## src/state_save_pkg.sv

```systemverilog
// shared constants for the state save optimizer
`default_nettype none
package state_save_pkg;
   // bitmap geometry
   localparam int          COMP_W        = 64;
   localparam int          LAST_COMP     = 62;
   localparam int          PRESENCE_TOP  = 63;
   localparam int          VEC_COMP      = 1;
   localparam int          WIDE_VEC_COMP = 2;
   // save area alignment, 64 bytes
   localparam int          ALIGN_BITS    = 6;
   localparam logic [5:0]  ALIGN_ZERO    = 6'h00;
   // privilege level at which alignment checking may apply
   localparam logic [1:0]  USER_PRIV     = 2'h3;
   // values after reset
   localparam logic [63:0] INUSE_RST     = 64'hFFFF_FFFF_FFFF_FFFF;
   localparam logic [63:0] MODIFIED_RST  = 64'hFFFF_FFFF_FFFF_FFFF;
   // top bit set: no restore seen yet, so no skip on unmodified state
   localparam logic [63:0] RECORD_CMP_RST = 64'h8000_0000_0000_0000;
   localparam logic [63:0] ALL_ZERO      = 64'h0000_0000_0000_0000;
   localparam logic [1:0]  PRIV_RST      = 2'h0;
endpackage
`default_nettype wire

```

## src/save_fault_check.sv

```systemverilog
// fault screening for the optimized save
`timescale 1ns/1ps
`default_nettype none
module save_fault_check #(
   parameter bit AC_INSTEAD = 1'b1
) (
   // core controls
   input  wire logic       osSaveEnable,
   input  wire logic       taskSwitched,
   input  wire logic       alignMaskCtrl,
   input  wire logic       flagsAlignCheck,
   input  wire logic [1:0] privLevel,
   input  wire logic [5:0] areaAddrLow,
   // fault verdicts, one hot at most
   output logic            invalidOpcodeFault,
   output logic            deviceUnavailableFault,
   output logic            generalProtectionFault,
   output logic            alignmentCheckFault
);
   logic misaligned;
   logic acChosen;

   always_comb
   begin
      misaligned = (areaAddrLow != state_save_pkg::ALIGN_ZERO);
      acChosen   = AC_INSTEAD && alignMaskCtrl && flagsAlignCheck
                   && (privLevel == state_save_pkg::USER_PRIV);
      // priority: disabled feature, then lazy switch, then alignment
      invalidOpcodeFault     = !osSaveEnable;
      deviceUnavailableFault = osSaveEnable && taskSwitched;
      generalProtectionFault = osSaveEnable && !taskSwitched
                               && misaligned && !acChosen;
      alignmentCheckFault    = osSaveEnable && !taskSwitched
                               && misaligned && acChosen;
   end
endmodule
`default_nettype wire

```

## src/tracking_bitmaps.sv

```systemverilog
// per-component in-use and modified tracking
`timescale 1ns/1ps
`default_nettype none
module tracking_bitmaps #(
   parameter int          COMP_W     = 64,
   parameter logic [63:0] INIT_TRACK = 64'h7FFF_FFFF_FFFF_FFFF,
   parameter logic [63:0] MOD_TRACK  = 64'h7FFF_FFFF_FFFF_FFFF
) (
   // clock and reset
   input  wire logic              clk_sys,
   input  wire logic              rst_n,
   // restore update
   input  wire logic              restoreReq,
   input  wire logic [COMP_W-1:0] requested_component_mask,
   input  wire logic [COMP_W-1:0] headerPresenceIn,
   // core activity
   input  wire logic [COMP_W-1:0] compUsed,
   input  wire logic [COMP_W-1:0] compWritten,
   // bitmaps
   output logic      [COMP_W-1:0] componentInuseBitmap,
   output logic      [COMP_W-1:0] componentModifiedBitmap
);
   genvar i;
   generate
      for (i = 0; i < COMP_W; i++)
      begin : g_comp
         // core activity wins over a restore in the same cycle
         always_ff @(posedge clk_sys or negedge rst_n)
         begin
            if (!rst_n)
               componentInuseBitmap[i] <= state_save_pkg::INUSE_RST[i];
            else if (compUsed[i])
               componentInuseBitmap[i] <= 1'b1;
            else if (restoreReq && requested_component_mask[i])
               componentInuseBitmap[i] <= headerPresenceIn[i] | ~INIT_TRACK[i];
         end

         always_ff @(posedge clk_sys or negedge rst_n)
         begin
            if (!rst_n)
               componentModifiedBitmap[i] <= state_save_pkg::MODIFIED_RST[i];
            else if (compWritten[i])
               componentModifiedBitmap[i] <= 1'b1;
            else if (restoreReq)
               componentModifiedBitmap[i] <= ~requested_component_mask[i] | ~MOD_TRACK[i];
         end
      end
   endgenerate
endmodule
`default_nettype wire

```

## src/state_save_optimizer.sv

```systemverilog
// restore tracking and optimized save decision logic
`timescale 1ns/1ps
`default_nettype none
// Operation
// - restore mask is enables AND operand
// - unrequested restore keeps in-use bit
// - absent presence: in-use may clear
// - requested and present sets in-use
// - unrequested restore marks component modified
// - requested restore may clear modified bit
// - restore records privilege, guest, address, compaction
// - standard form records zero compaction
// - empty mask: only modified bits set
// - save mask is enables AND operand
// - save disabled gives invalid opcode
// - task switched gives device unavailable
// - misaligned area gives protection fault
// - alignment check may replace protection fault
// - presence rewritten from in-use where requested
// - presence bit one ignores control status
// - save never writes compaction field
// - legacy and standard extended layout
// - skip components not in use
// - modified skip needs matching record
// - skip unmodified components when allowed
// - control status saved with bit one or two
// - skips never drop control status
module state_save_optimizer #(
   parameter int          COMP_W     = 64,
   parameter int          ADDR_W     = 64,
   parameter bit          AC_INSTEAD = 1'b1,
   parameter logic [63:0] INIT_TRACK = 64'h7FFF_FFFF_FFFF_FFFF,
   parameter logic [63:0] MOD_TRACK  = 64'h7FFF_FFFF_FFFF_FFFF
) (
   // clock and reset
   input  wire logic              clk_sys,
   input  wire logic              rst_n,
   // architectural controls
   input  wire logic [COMP_W-1:0] featureEnableRegister,
   input  wire logic [COMP_W-1:0] maskRegisterPair,
   input  wire logic              osSaveEnableBit,
   input  wire logic              taskSwitchedFlag,
   input  wire logic              alignmentMaskControl,
   input  wire logic              flagsAlignmentCheckBit,
   input  wire logic [1:0]        currentPrivilegeLevel,
   input  wire logic              virtualizedGuestMode,
   input  wire logic [ADDR_W-1:0] saveAreaAddr,
   // operation requests and header read from the save area
   input  wire logic              restoreReq,
   input  wire logic              saveReq,
   input  wire logic [COMP_W-1:0] headerPresenceBits,
   input  wire logic [COMP_W-1:0] headerCompactionBits,
   // core state activity
   input  wire logic [COMP_W-1:0] compUsed,
   input  wire logic [COMP_W-1:0] compWritten,
   // tracking state
   output logic      [COMP_W-1:0] componentInuseBitmap,
   output logic      [COMP_W-1:0] componentModifiedBitmap,
   output logic                   restoreDone,
   // save results
   output logic                   saveDone,
   output logic      [COMP_W-1:0] presenceWriteValue,
   output logic      [COMP_W-1:0] componentWriteMask,
   output logic                   saveVectorControlStatus,
   output logic                   modifiedOptUsed,
   // save faults
   output logic                   invalidOpcodeFault,
   output logic                   deviceUnavailableFault,
   output logic                   generalProtectionFault,
   output logic                   alignmentCheckFault
);
   generate
      if (COMP_W != 64)
         $error("component bitmap must be 64 bits wide");
      if (ADDR_W < state_save_pkg::ALIGN_BITS + 1)
         $error("save area address too narrow");
   endgenerate

   logic [COMP_W-1:0] requestedComponentMask;
   logic              udNow;
   logic              nmNow;
   logic              gpNow;
   logic              acNow;
   logic              anyFault;
   logic              recordMatch;
   logic [COMP_W-1:0] next_writeMask;
   logic [COMP_W-1:0] next_presence;

   // last restore record
   logic [1:0]        recPriv;
   logic              recGuest;
   logic [ADDR_W-1:0] recAddr;
   logic [COMP_W-1:0] recCompaction;

   // one mask serves both operations
   assign requestedComponentMask = featureEnableRegister & maskRegisterPair;

   save_fault_check #(
      .AC_INSTEAD(AC_INSTEAD)
   ) u_faults (
      .osSaveEnable          (osSaveEnableBit),
      .taskSwitched          (taskSwitchedFlag),
      .alignMaskCtrl         (alignmentMaskControl),
      .flagsAlignCheck       (flagsAlignmentCheckBit),
      .privLevel             (currentPrivilegeLevel),
      .areaAddrLow           (saveAreaAddr[5:0]),
      .invalidOpcodeFault    (udNow),
      .deviceUnavailableFault(nmNow),
      .generalProtectionFault(gpNow),
      .alignmentCheckFault   (acNow)
   );

   tracking_bitmaps #(
      .COMP_W    (COMP_W),
      .INIT_TRACK(INIT_TRACK),
      .MOD_TRACK (MOD_TRACK)
   ) u_track (
      .clk_sys                (clk_sys),
      .rst_n                  (rst_n),
      .restoreReq             (restoreReq),
      .requested_component_mask                   (requestedComponentMask),
      .headerPresenceIn       (headerPresenceBits),
      .compUsed               (compUsed),
      .compWritten            (compWritten),
      .componentInuseBitmap   (componentInuseBitmap),
      .componentModifiedBitmap(componentModifiedBitmap)
   );

   assign anyFault = udNow | nmNow | gpNow | acNow;

   // restore record; held until the next restore
   always_ff @(posedge clk_sys or negedge rst_n)
   begin
      if (!rst_n)
      begin
         recPriv       <= state_save_pkg::PRIV_RST;
         recGuest      <= 1'b0;
         recAddr       <= '0;
         recCompaction <= state_save_pkg::RECORD_CMP_RST;
      end
      else if (restoreReq)
      begin
         recPriv  <= currentPrivilegeLevel;
         recGuest <= virtualizedGuestMode;
         recAddr  <= saveAreaAddr;
         // standard form leaves the whole field zero
         if (headerCompactionBits[state_save_pkg::PRESENCE_TOP])
            recCompaction <= headerCompactionBits;
         else
            recCompaction <= state_save_pkg::ALL_ZERO;
      end
   end

   always_ff @(posedge clk_sys or negedge rst_n)
   begin
      if (!rst_n)
         restoreDone <= 1'b0;
      else
         restoreDone <= restoreReq;
   end

   // save decision
   always_comb
   begin
      recordMatch = (recPriv == currentPrivilegeLevel)
                    && (recGuest == virtualizedGuestMode)
                    && (recAddr == saveAreaAddr)
                    && (recCompaction == state_save_pkg::ALL_ZERO);
      // legacy 0..1 and standard extended 2..62; never the top bit
      next_writeMask = requestedComponentMask
                       & componentInuseBitmap
                       & ~({COMP_W{recordMatch}} & ~componentModifiedBitmap);
      next_writeMask[state_save_pkg::PRESENCE_TOP] = 1'b0;
      // bit 1 follows vector registers only, not the control word
      next_presence = (headerPresenceBits & ~requestedComponentMask)
                      | (componentInuseBitmap & requestedComponentMask);
   end

   always_ff @(posedge clk_sys or negedge rst_n)
   begin
      if (!rst_n)
      begin
         saveDone                <= 1'b0;
         presenceWriteValue      <= '0;
         componentWriteMask      <= '0;
         saveVectorControlStatus <= 1'b0;
         modifiedOptUsed         <= 1'b0;
      end
      else
      begin
         saveDone <= saveReq && !anyFault;
         if (saveReq && !anyFault)
         begin
            presenceWriteValue <= next_presence;
            componentWriteMask <= next_writeMask;
            // control word escapes both skips
            saveVectorControlStatus <=
               requestedComponentMask[state_save_pkg::VEC_COMP]
               | requestedComponentMask[state_save_pkg::WIDE_VEC_COMP];
            modifiedOptUsed <= recordMatch;
         end
      end
   end
   // only the presence value is offered to memory; compaction has no port

   always_ff @(posedge clk_sys or negedge rst_n)
   begin
      if (!rst_n)
      begin
         invalidOpcodeFault     <= 1'b0;
         deviceUnavailableFault <= 1'b0;
         generalProtectionFault <= 1'b0;
         alignmentCheckFault    <= 1'b0;
      end
      else
      begin
         invalidOpcodeFault     <= saveReq && udNow;
         deviceUnavailableFault <= saveReq && nmNow;
         generalProtectionFault <= saveReq && gpNow;
         alignmentCheckFault    <= saveReq && acNow;
      end
   end
endmodule
`default_nettype wire

```

## config.mk

```make
export PLATFORM = sky130hd
export DESIGN_NAME = state_save_optimizer
export DESIGN_NICKNAME = d
export VERILOG_FILES = /design/src/state_save_pkg.sv /design/src/save_fault_check.sv /design/src/tracking_bitmaps.sv /design/src/state_save_optimizer.sv
export SDC_FILE = /design/constraint.sdc
export NUM_CORES = 1
export LEC_CHECK = 0
export ABC_AREA = 1
export BUFFER_PORTS_ARGS = -buffer_cell sky130_fd_sc_hd__buf_2
export CAP_MARGIN = 10
export CORE_AREA = 8 8 278 280
export CTS_CLUSTER_SIZE = 25
export DETAILED_ROUTE_END_ITERATION = 8
export DIE_AREA = 0 0 286 288
export GPL_TIMING_DRIVEN = 0
export SYNTH_ARGS = -nofsm -noshare
export SYNTH_HDL_FRONTEND = slang
export SYNTH_HIERARCHICAL = 1
export SYNTH_SLANG_ARGS = --single-unit
```

## constraint.sdc

```tcl
create_clock -name clk_sys -period 2.3 [get_ports clk_sys]
set_clock_uncertainty 0.15 [all_clocks]
set_input_delay 0.23 -clock clk_sys [delete_from_list [all_inputs] [get_ports clk_sys]]
set_output_delay 0.23 -clock clk_sys [all_outputs]
set_load 0.01 [all_outputs]
```

# Word level (Yosys, flattened, before mapping)

Cells that the tools add are included.
W data, S select, Z words.

Bits of input ports: 459
Flip-flop bits (word level): 394
Output and inout port bits: 264
Logic and storage cells: 692

Equal/unequal tests: 4
Reduce and logical (&&, ||, !) cells: 213
Muxes and demuxes: 257
Bitwise operators: 76

Operator list:

| kind                 | count |
|---|---|
| $mux W1              | 256 |
| $reduce_bool A2 Y1   | 128 |
| $and A64 B64 Y64     | 3 |
| $and A63 B63 Y63     | 2 |
| $not A63 Y63         | 2 |
| $logic_and A1 B1 Y1  | 79 |
| $eq A64 B64 Y1       | 1 |
| $logic_not A64 Y1    | 1 |
| $mux W64             | 1 |
| $not A64 Y64         | 1 |
| $or A64 B64 Y64      | 1 |
| $not A1 Y1           | 63 |
| $reduce_bool A6 Y1   | 1 |
| $logic_not A1 Y1     | 4 |
| $or A1 B1 Y1         | 4 |
| $eq A2 B2 Y1         | 1 |
| $eq A2 B2 Y1 const B | 1 |
| $eq A1 B1 Y1         | 1 |

# Longest topological paths before layout

Depth in word-level cells: 8
Mapped depth: 14
Gate-level depth less buffers: 13

# Cells and area by module

Netlist, hierarchy kept.

By module, submodules not included:

| module               | times used | cells an instance | area an instance (µm²) | seq. area each (µm²) |
|---|---|---|---|---|
| state_save_optimizer | 1          | 1639              | 13083.8                | 6657.6 |
| tracking_bitmaps     | 1          | 654               | 5676.7                 | 3310.7 |
| save_fault_check     | 1          | 13                | 55.1                   | 0.0 |

# Least setup slack after synthesis

No wires, ideal clock.

Path kind: input to register
From: input port osSaveEnableBit
To: register presenceWriteValue[63]
Data required time: 2055 ps
Data arrival time: 1444 ps
Path buffers: 2
Library setup time: 95 ps
Setup slack: 610 ps
Cell stages on the path: 12
Path through: inv_2 nor2_2 nand2_1 nor2_1 inv_1 nand2_1 nor2_1 nand2_1 clkbuf_1 clkbuf_1 nand2_1 o31ai_1

Longest elaborated chain between the ends: 7
Elaborated cells between the ends (all ways): 11
Those cells by class: bitwise (3); reduce/logical (8)

Ends and longest elaborated chain:

| what                              | RTL line                    | source |
|---|---|---|
| start: declaration                | state_save_optimizer.sv:41  | `input wire logic osSaveEnableBit,` |
| $logic_and A1 B1 Y1               | save_fault_check.sv:31      | `generalProtectionFault = osSaveEnable && !taskSwitched` |
| $logic_and A1 B1 Y1 (2 in series) | save_fault_check.sv:32      | `&& misaligned && !acChosen;` |
| named net gpNow                   | state_save_optimizer.sv:82  | `logic gpNow;` |
| $or A1 B1 Y1 (2 in series)        | state_save_optimizer.sv:129 | `assign anyFault = udNow \| nmNow \| gpNow \| acNow;` |
| $logic_not A1 Y1                  | state_save_optimizer.sv:192 | `if (saveReq && !anyFault)` |
| $logic_and A1 B1 Y1               | state_save_optimizer.sv:192 |  |
| end signal: assignment            | state_save_optimizer.sv:194 | `presenceWriteValue <= next_presence;` |
| end: declaration                  | state_save_optimizer.sv:62  | `output logic [COMP_W-1:0] presenceWriteValue,` |

The timed path passes the listed nets, and every way through them passes these cells.
A chain may end at the register's enable or synchronous reset.

# Worst setup path after layout

From: register recCompaction[14]
To: register componentWriteMask[19]

Longest elaborated chain between the ends: 5

Ends and longest elaborated chain:

| what                     | RTL line                    | source |
|---|---|---|
| start: declaration       | state_save_optimizer.sv:93  | `logic [COMP_W-1:0] recCompaction;` |
| start signal: assignment | state_save_optimizer.sv:139 | `recCompaction <= state_save_pkg::RECORD_CMP_RST;` |
| start signal: assignment | state_save_optimizer.sv:148 | `recCompaction <= headerCompactionBits;` |
| start signal: assignment | state_save_optimizer.sv:150 | `recCompaction <= state_save_pkg::ALL_ZERO;` |
| $logic_not A64 Y1        | state_save_optimizer.sv:168 | `&& (recCompaction == state_save_pkg::ALL_ZERO);` |
| $logic_and A1 B1 Y1      | state_save_optimizer.sv:168 |  |
| $and A63 B63 Y63         | state_save_optimizer.sv:172 | `& ~({COMP_W{recordMatch}} & ~componentModifiedBitmap);` |
| $not A63 Y63             | state_save_optimizer.sv:172 |  |
| $and A63 B63 Y63         | state_save_optimizer.sv:172 |  |
| end signal: assignment   | state_save_optimizer.sv:195 | `componentWriteMask <= next_writeMask;` |
| end: declaration         | state_save_optimizer.sv:63  | `output logic [COMP_W-1:0] componentWriteMask,` |

No other way between the ends.

==> summary.txt <==
Timing
  – Worst Hold Margin: 0.0458 ns
  – # setup viols final: 0
  – Setup WS post-layout: 0.0833 ns
  – RSZ-0062 raised after global routing: true
  – Final hold vios: 0
  – Final Critical Period: 2.22 ns
  – Worst-Margin Slew: 1.01 ns
  – Setup TNS Final: 0 ns
  – Max Slew Vio Count: 0
  – Max Freq: 451 MHz
  – Rel. slew slack: 0.324
  – Tcrit/Tclk final: 0.964

Die
  – Initial Util: 0.259
  – Core area: 72600 sq um
  – Std-Cell Rows: 99
  – Die Footprint: 82400 sq um
  – Die Height: 288 um
  – Die X: 286 um
  – Ports: 723

Yosys
  – Number of library cell types mapped by synthesis: 29
  – Yosys warning count: 6
  – Synth area leaders: dfrtp_1 35%, dfstp_2 18%, nand2_1 13%, nand3_1 10%, inv_1 7.9%
  – Yosys top cell by area: dfrtp_1
  – Synth top area share: 0.352
  – Seq cells post-synth: 392
  – Post-synthesis area per instance: 8.16 sq um
  – Sequential-to-total area share from yosys stat: 0.530
  – Post-synthesis cell count: 2306
  – Mapped cell area: 18800 sq um

Clock tree
  – Clock latency on the worst-skew pair: 0.59 ns
  – Clk root buf: clkbuf_16
  – Worst-path clk slew: 0.06 ns
  – # H-tree levels: 2
  – Clk buf depth: 3
  – CTS buffer count: 48
  – Clock tree sinks: 392
  – CTS tree: built

Final layout
  – Final core occ: 0.433
  – Nets: 4123
  – Final non-filler cell total: 4674
  – Area occupied by multi-input gates: 6880 sq um
  – Sequential cell area: 9970 sq um
  – Area grow syn2layout: 67.0%
  – Layout cells sized above 1: 0.288
  – Fill count: 6912
  – Design area: 31400 sq um

Place
  – Input/output buffers: 716
  – Placed Cells: 3986
  – Hpwl dp: 67000 um
  – DP Area: 23700 sq um
  – DP Worst Slack: -1.52 ns
  – Gpl congestion: 0.958

Power and ir drop
  – Int Pwr: 14.3 mW
  – Worst-case vdd ir drop: 0.616 mV
  – Clock power share: 0.390
  – Sequential share of power: 0.403
  – Overall power: 20.2 mW
  – LEAKAGE: 16.2 nW
  – Sw frac: 0.293
  – Combinational power share: 0.207
  – Switching power: 5.92 mW
  – Pwr dens: 643 nW/um^2

Global routing
  – Antenna violations before repair: 14
  – Global-route wire length before repair: 139000 um
  – Largest net degree at the start of global routing: 113
  – Vias in the first global route: 22800
  – GRT Resource Usage Total: 0.221
  – Total congestion overflow: 0

Critical path
  – CP peak stage delay: 0.36 ns
  – WP data arrival: 2.54 ns
  – Worst setup SP type: flop
  – Slowest cell on crit path: dfrtp_1
  – Reg-to-reg setup timing slack: 0.08 ns
  – RR Endpoint: componentWriteMask[19]
  – CP Capture Type: flop
  – Reg-to-Reg Start: recCompaction[14]
  – Reg2Reg Depth: 14
  – Critical path cell sequence: inv_1 > nand2_1 > nor2_2 > nand2_1 > nor2_1 > nand2_1 > nor2_2 > nand2_2 > nor2_8 > buf_12 > buf_8 > nand3_1 > nand2_2 > nand2_1
  – Setup CP Type: reg2reg
  – Crit path top cell by count: nand2_1
  – Req. time, crit path: 2.63 ns
  – CP max FO: 10

Drt
  – DRC: 0
  – 1st-iter DRT viols: 1653
  – Drt pass-1 iters: 6
  – Vias: 21700
  – Vias per cell: 4.65
  – Routed Antenna Nets: 0
  – Wire per inst: 20.6 um
  – Routed wire length: 96200 um

Min path
  – Hold Path Sink: componentWriteMask[16]
  – Hold Path Depth: 7
  – HP Start: featureEnableRegister[16]
  – Worst hold path type: in2reg

Run
  – Max-Cap Viols: 0

Outcome
  – Status: finished clean
layer usage:
layer	global-route usage	vias to the layer above	part of all wire
li1	-	9937	-
met5	0	-	0.00021
met1	0.263	10300	0.39
met3	0.0572	335	0.085
met4	0.123	2	0.059
met2	0.361	1162	0.47
layout by cell type, fill, tap and decap left out, types with 9 or more instances in the layout:
cell type,instances
buf_2,722
nand2_1,640
dlygate4sd3_1,580
inv_1,395
nand3_1,379
dfrtp_1,265
o21ai_0,136
dfstp_2,127
nor2_1,75
clkbuf_16,51
clkbuf_1,48
mux2_2,47
nand3b_1,29
xnor2_1,29
nand2_2,22
xor2_1,17
nand4_1,17
buf_4,15
diode_2,12
clkbuf_2,11
o21ai_1,11
clkbuf_8,10
buf_12,9
cell usage after synthesis (all sizes together):
library cell / count
a221o: 1
a2bb2oi: 1
buf: 47
clkbuf: 47
conb: 2
dfrtp: 265
dfstp: 127
inv: 400
mux2: 47
nand2: 662
nand3: 384
nand3b: 29
nand4: 17
nor2: 82
o21ai: 147
o31ai: 1
xnor2: 30
xor2: 17
layout make-up:
| class | instances | share of cell area |
|---|---|---|
| antenna | 12 | 0.000956 |
| buffer | 94 | 0.0195 |
| clock buffer | 72 | 0.0450 |
| clock inverter | 17 | 0.00645 |
| inverter | 400 | 0.0478 |
| multi-input combinational | 1421 | 0.219 |
| sequential | 392 | 0.317 |
| tap | 959 | 0.0382 |
| timing repair buffer | 1307 | 0.306 |
cell families after synthesis:
logic type | count (synthesis) | synth area share
multiplexers | 47 | 0.0281
flip-flops | 392 | 0.530
other | 2 | 0.000399
AO/OA/AOI/OAI | 150 | 0.0405
AND/OR/NAND/NOR | 1174 | 0.271
buffers and inverters | 494 | 0.108
XOR/XNOR | 47 | 0.0219
sequential cells by signal, summed over array words and instances, names as in the netlist:
| register | count |
|---|---|
| alignmentCheckFault | 1 |
| componentWriteMask | 63 |
| deviceUnavailableFault | 1 |
| generalProtectionFault | 1 |
| invalidOpcodeFault | 1 |
| modifiedOptUsed | 1 |
| presenceWriteValue | 64 |
| recAddr | 64 |
| recCompaction | 64 |
| recGuest | 1 |
| recPriv | 2 |
| restoreDone | 1 |
| saveDone | 1 |
| saveVectorControlStatus | 1 |
| u_track/componentInuseBitmap | 63 |
| u_track/componentModifiedBitmap | 63 |
critical path, delay by kind of cell (launching register included):
kind | cells | cell delay, ns
and+or+nand+nor | 11 | 1.19
DFF | 1 | 0.36
buffers and inverters | 3 | 0.41
power by group through the flow:
stage / sequential (mW) / combinational, mW / clock [mW]
global placement: 8.21 / 3.29 / 0
CTS: 8.12 / 4.12 / 8.06
detailed placement: 8.22 / 3.35 / 0
finish: 8.15 / 4.18 / 7.88
floorplan: 8.39 / 1.27 / 0
global route: 8.22 / 4.55 / 8.30
repair_timing:
| item | 4_1_cts | 5_1_grt |
|---|---|---|
| endpoints found under the hold margin | 425 | 0 |
| setup endpoints to repair | 124 | 95 |
| setup buffers | 5 | 0 |
| gates cloned | 0 | 2 |
| hold buffers | 580 | 0 |
| resized for setup | 16 | 45 |
| pin swaps | 2 | 10 |
how the worst max path moves through the flow:
stage / slack, ns / depth (start not counted) / start / endpoint
after floorplan: 0.61 / 12 / osSaveEnableBit / presenceWriteValue[63]
after global routing: -0.03 / 14 / recAddr[59] / componentWriteMask[19]
final: 0.08 / 14 / recCompaction[14] / componentWriteMask[19]
after detailed placement: -1.52 / 13 / saveAreaAddr[1] / presenceWriteValue[1]
after CTS: 0.002 / 12 / recAddr[28] / componentWriteMask[19]
after global placement: -7.51 / 1 / rst_n / presenceWriteValue[13]
No activity file was read; power rests on OpenSTA's default activity.
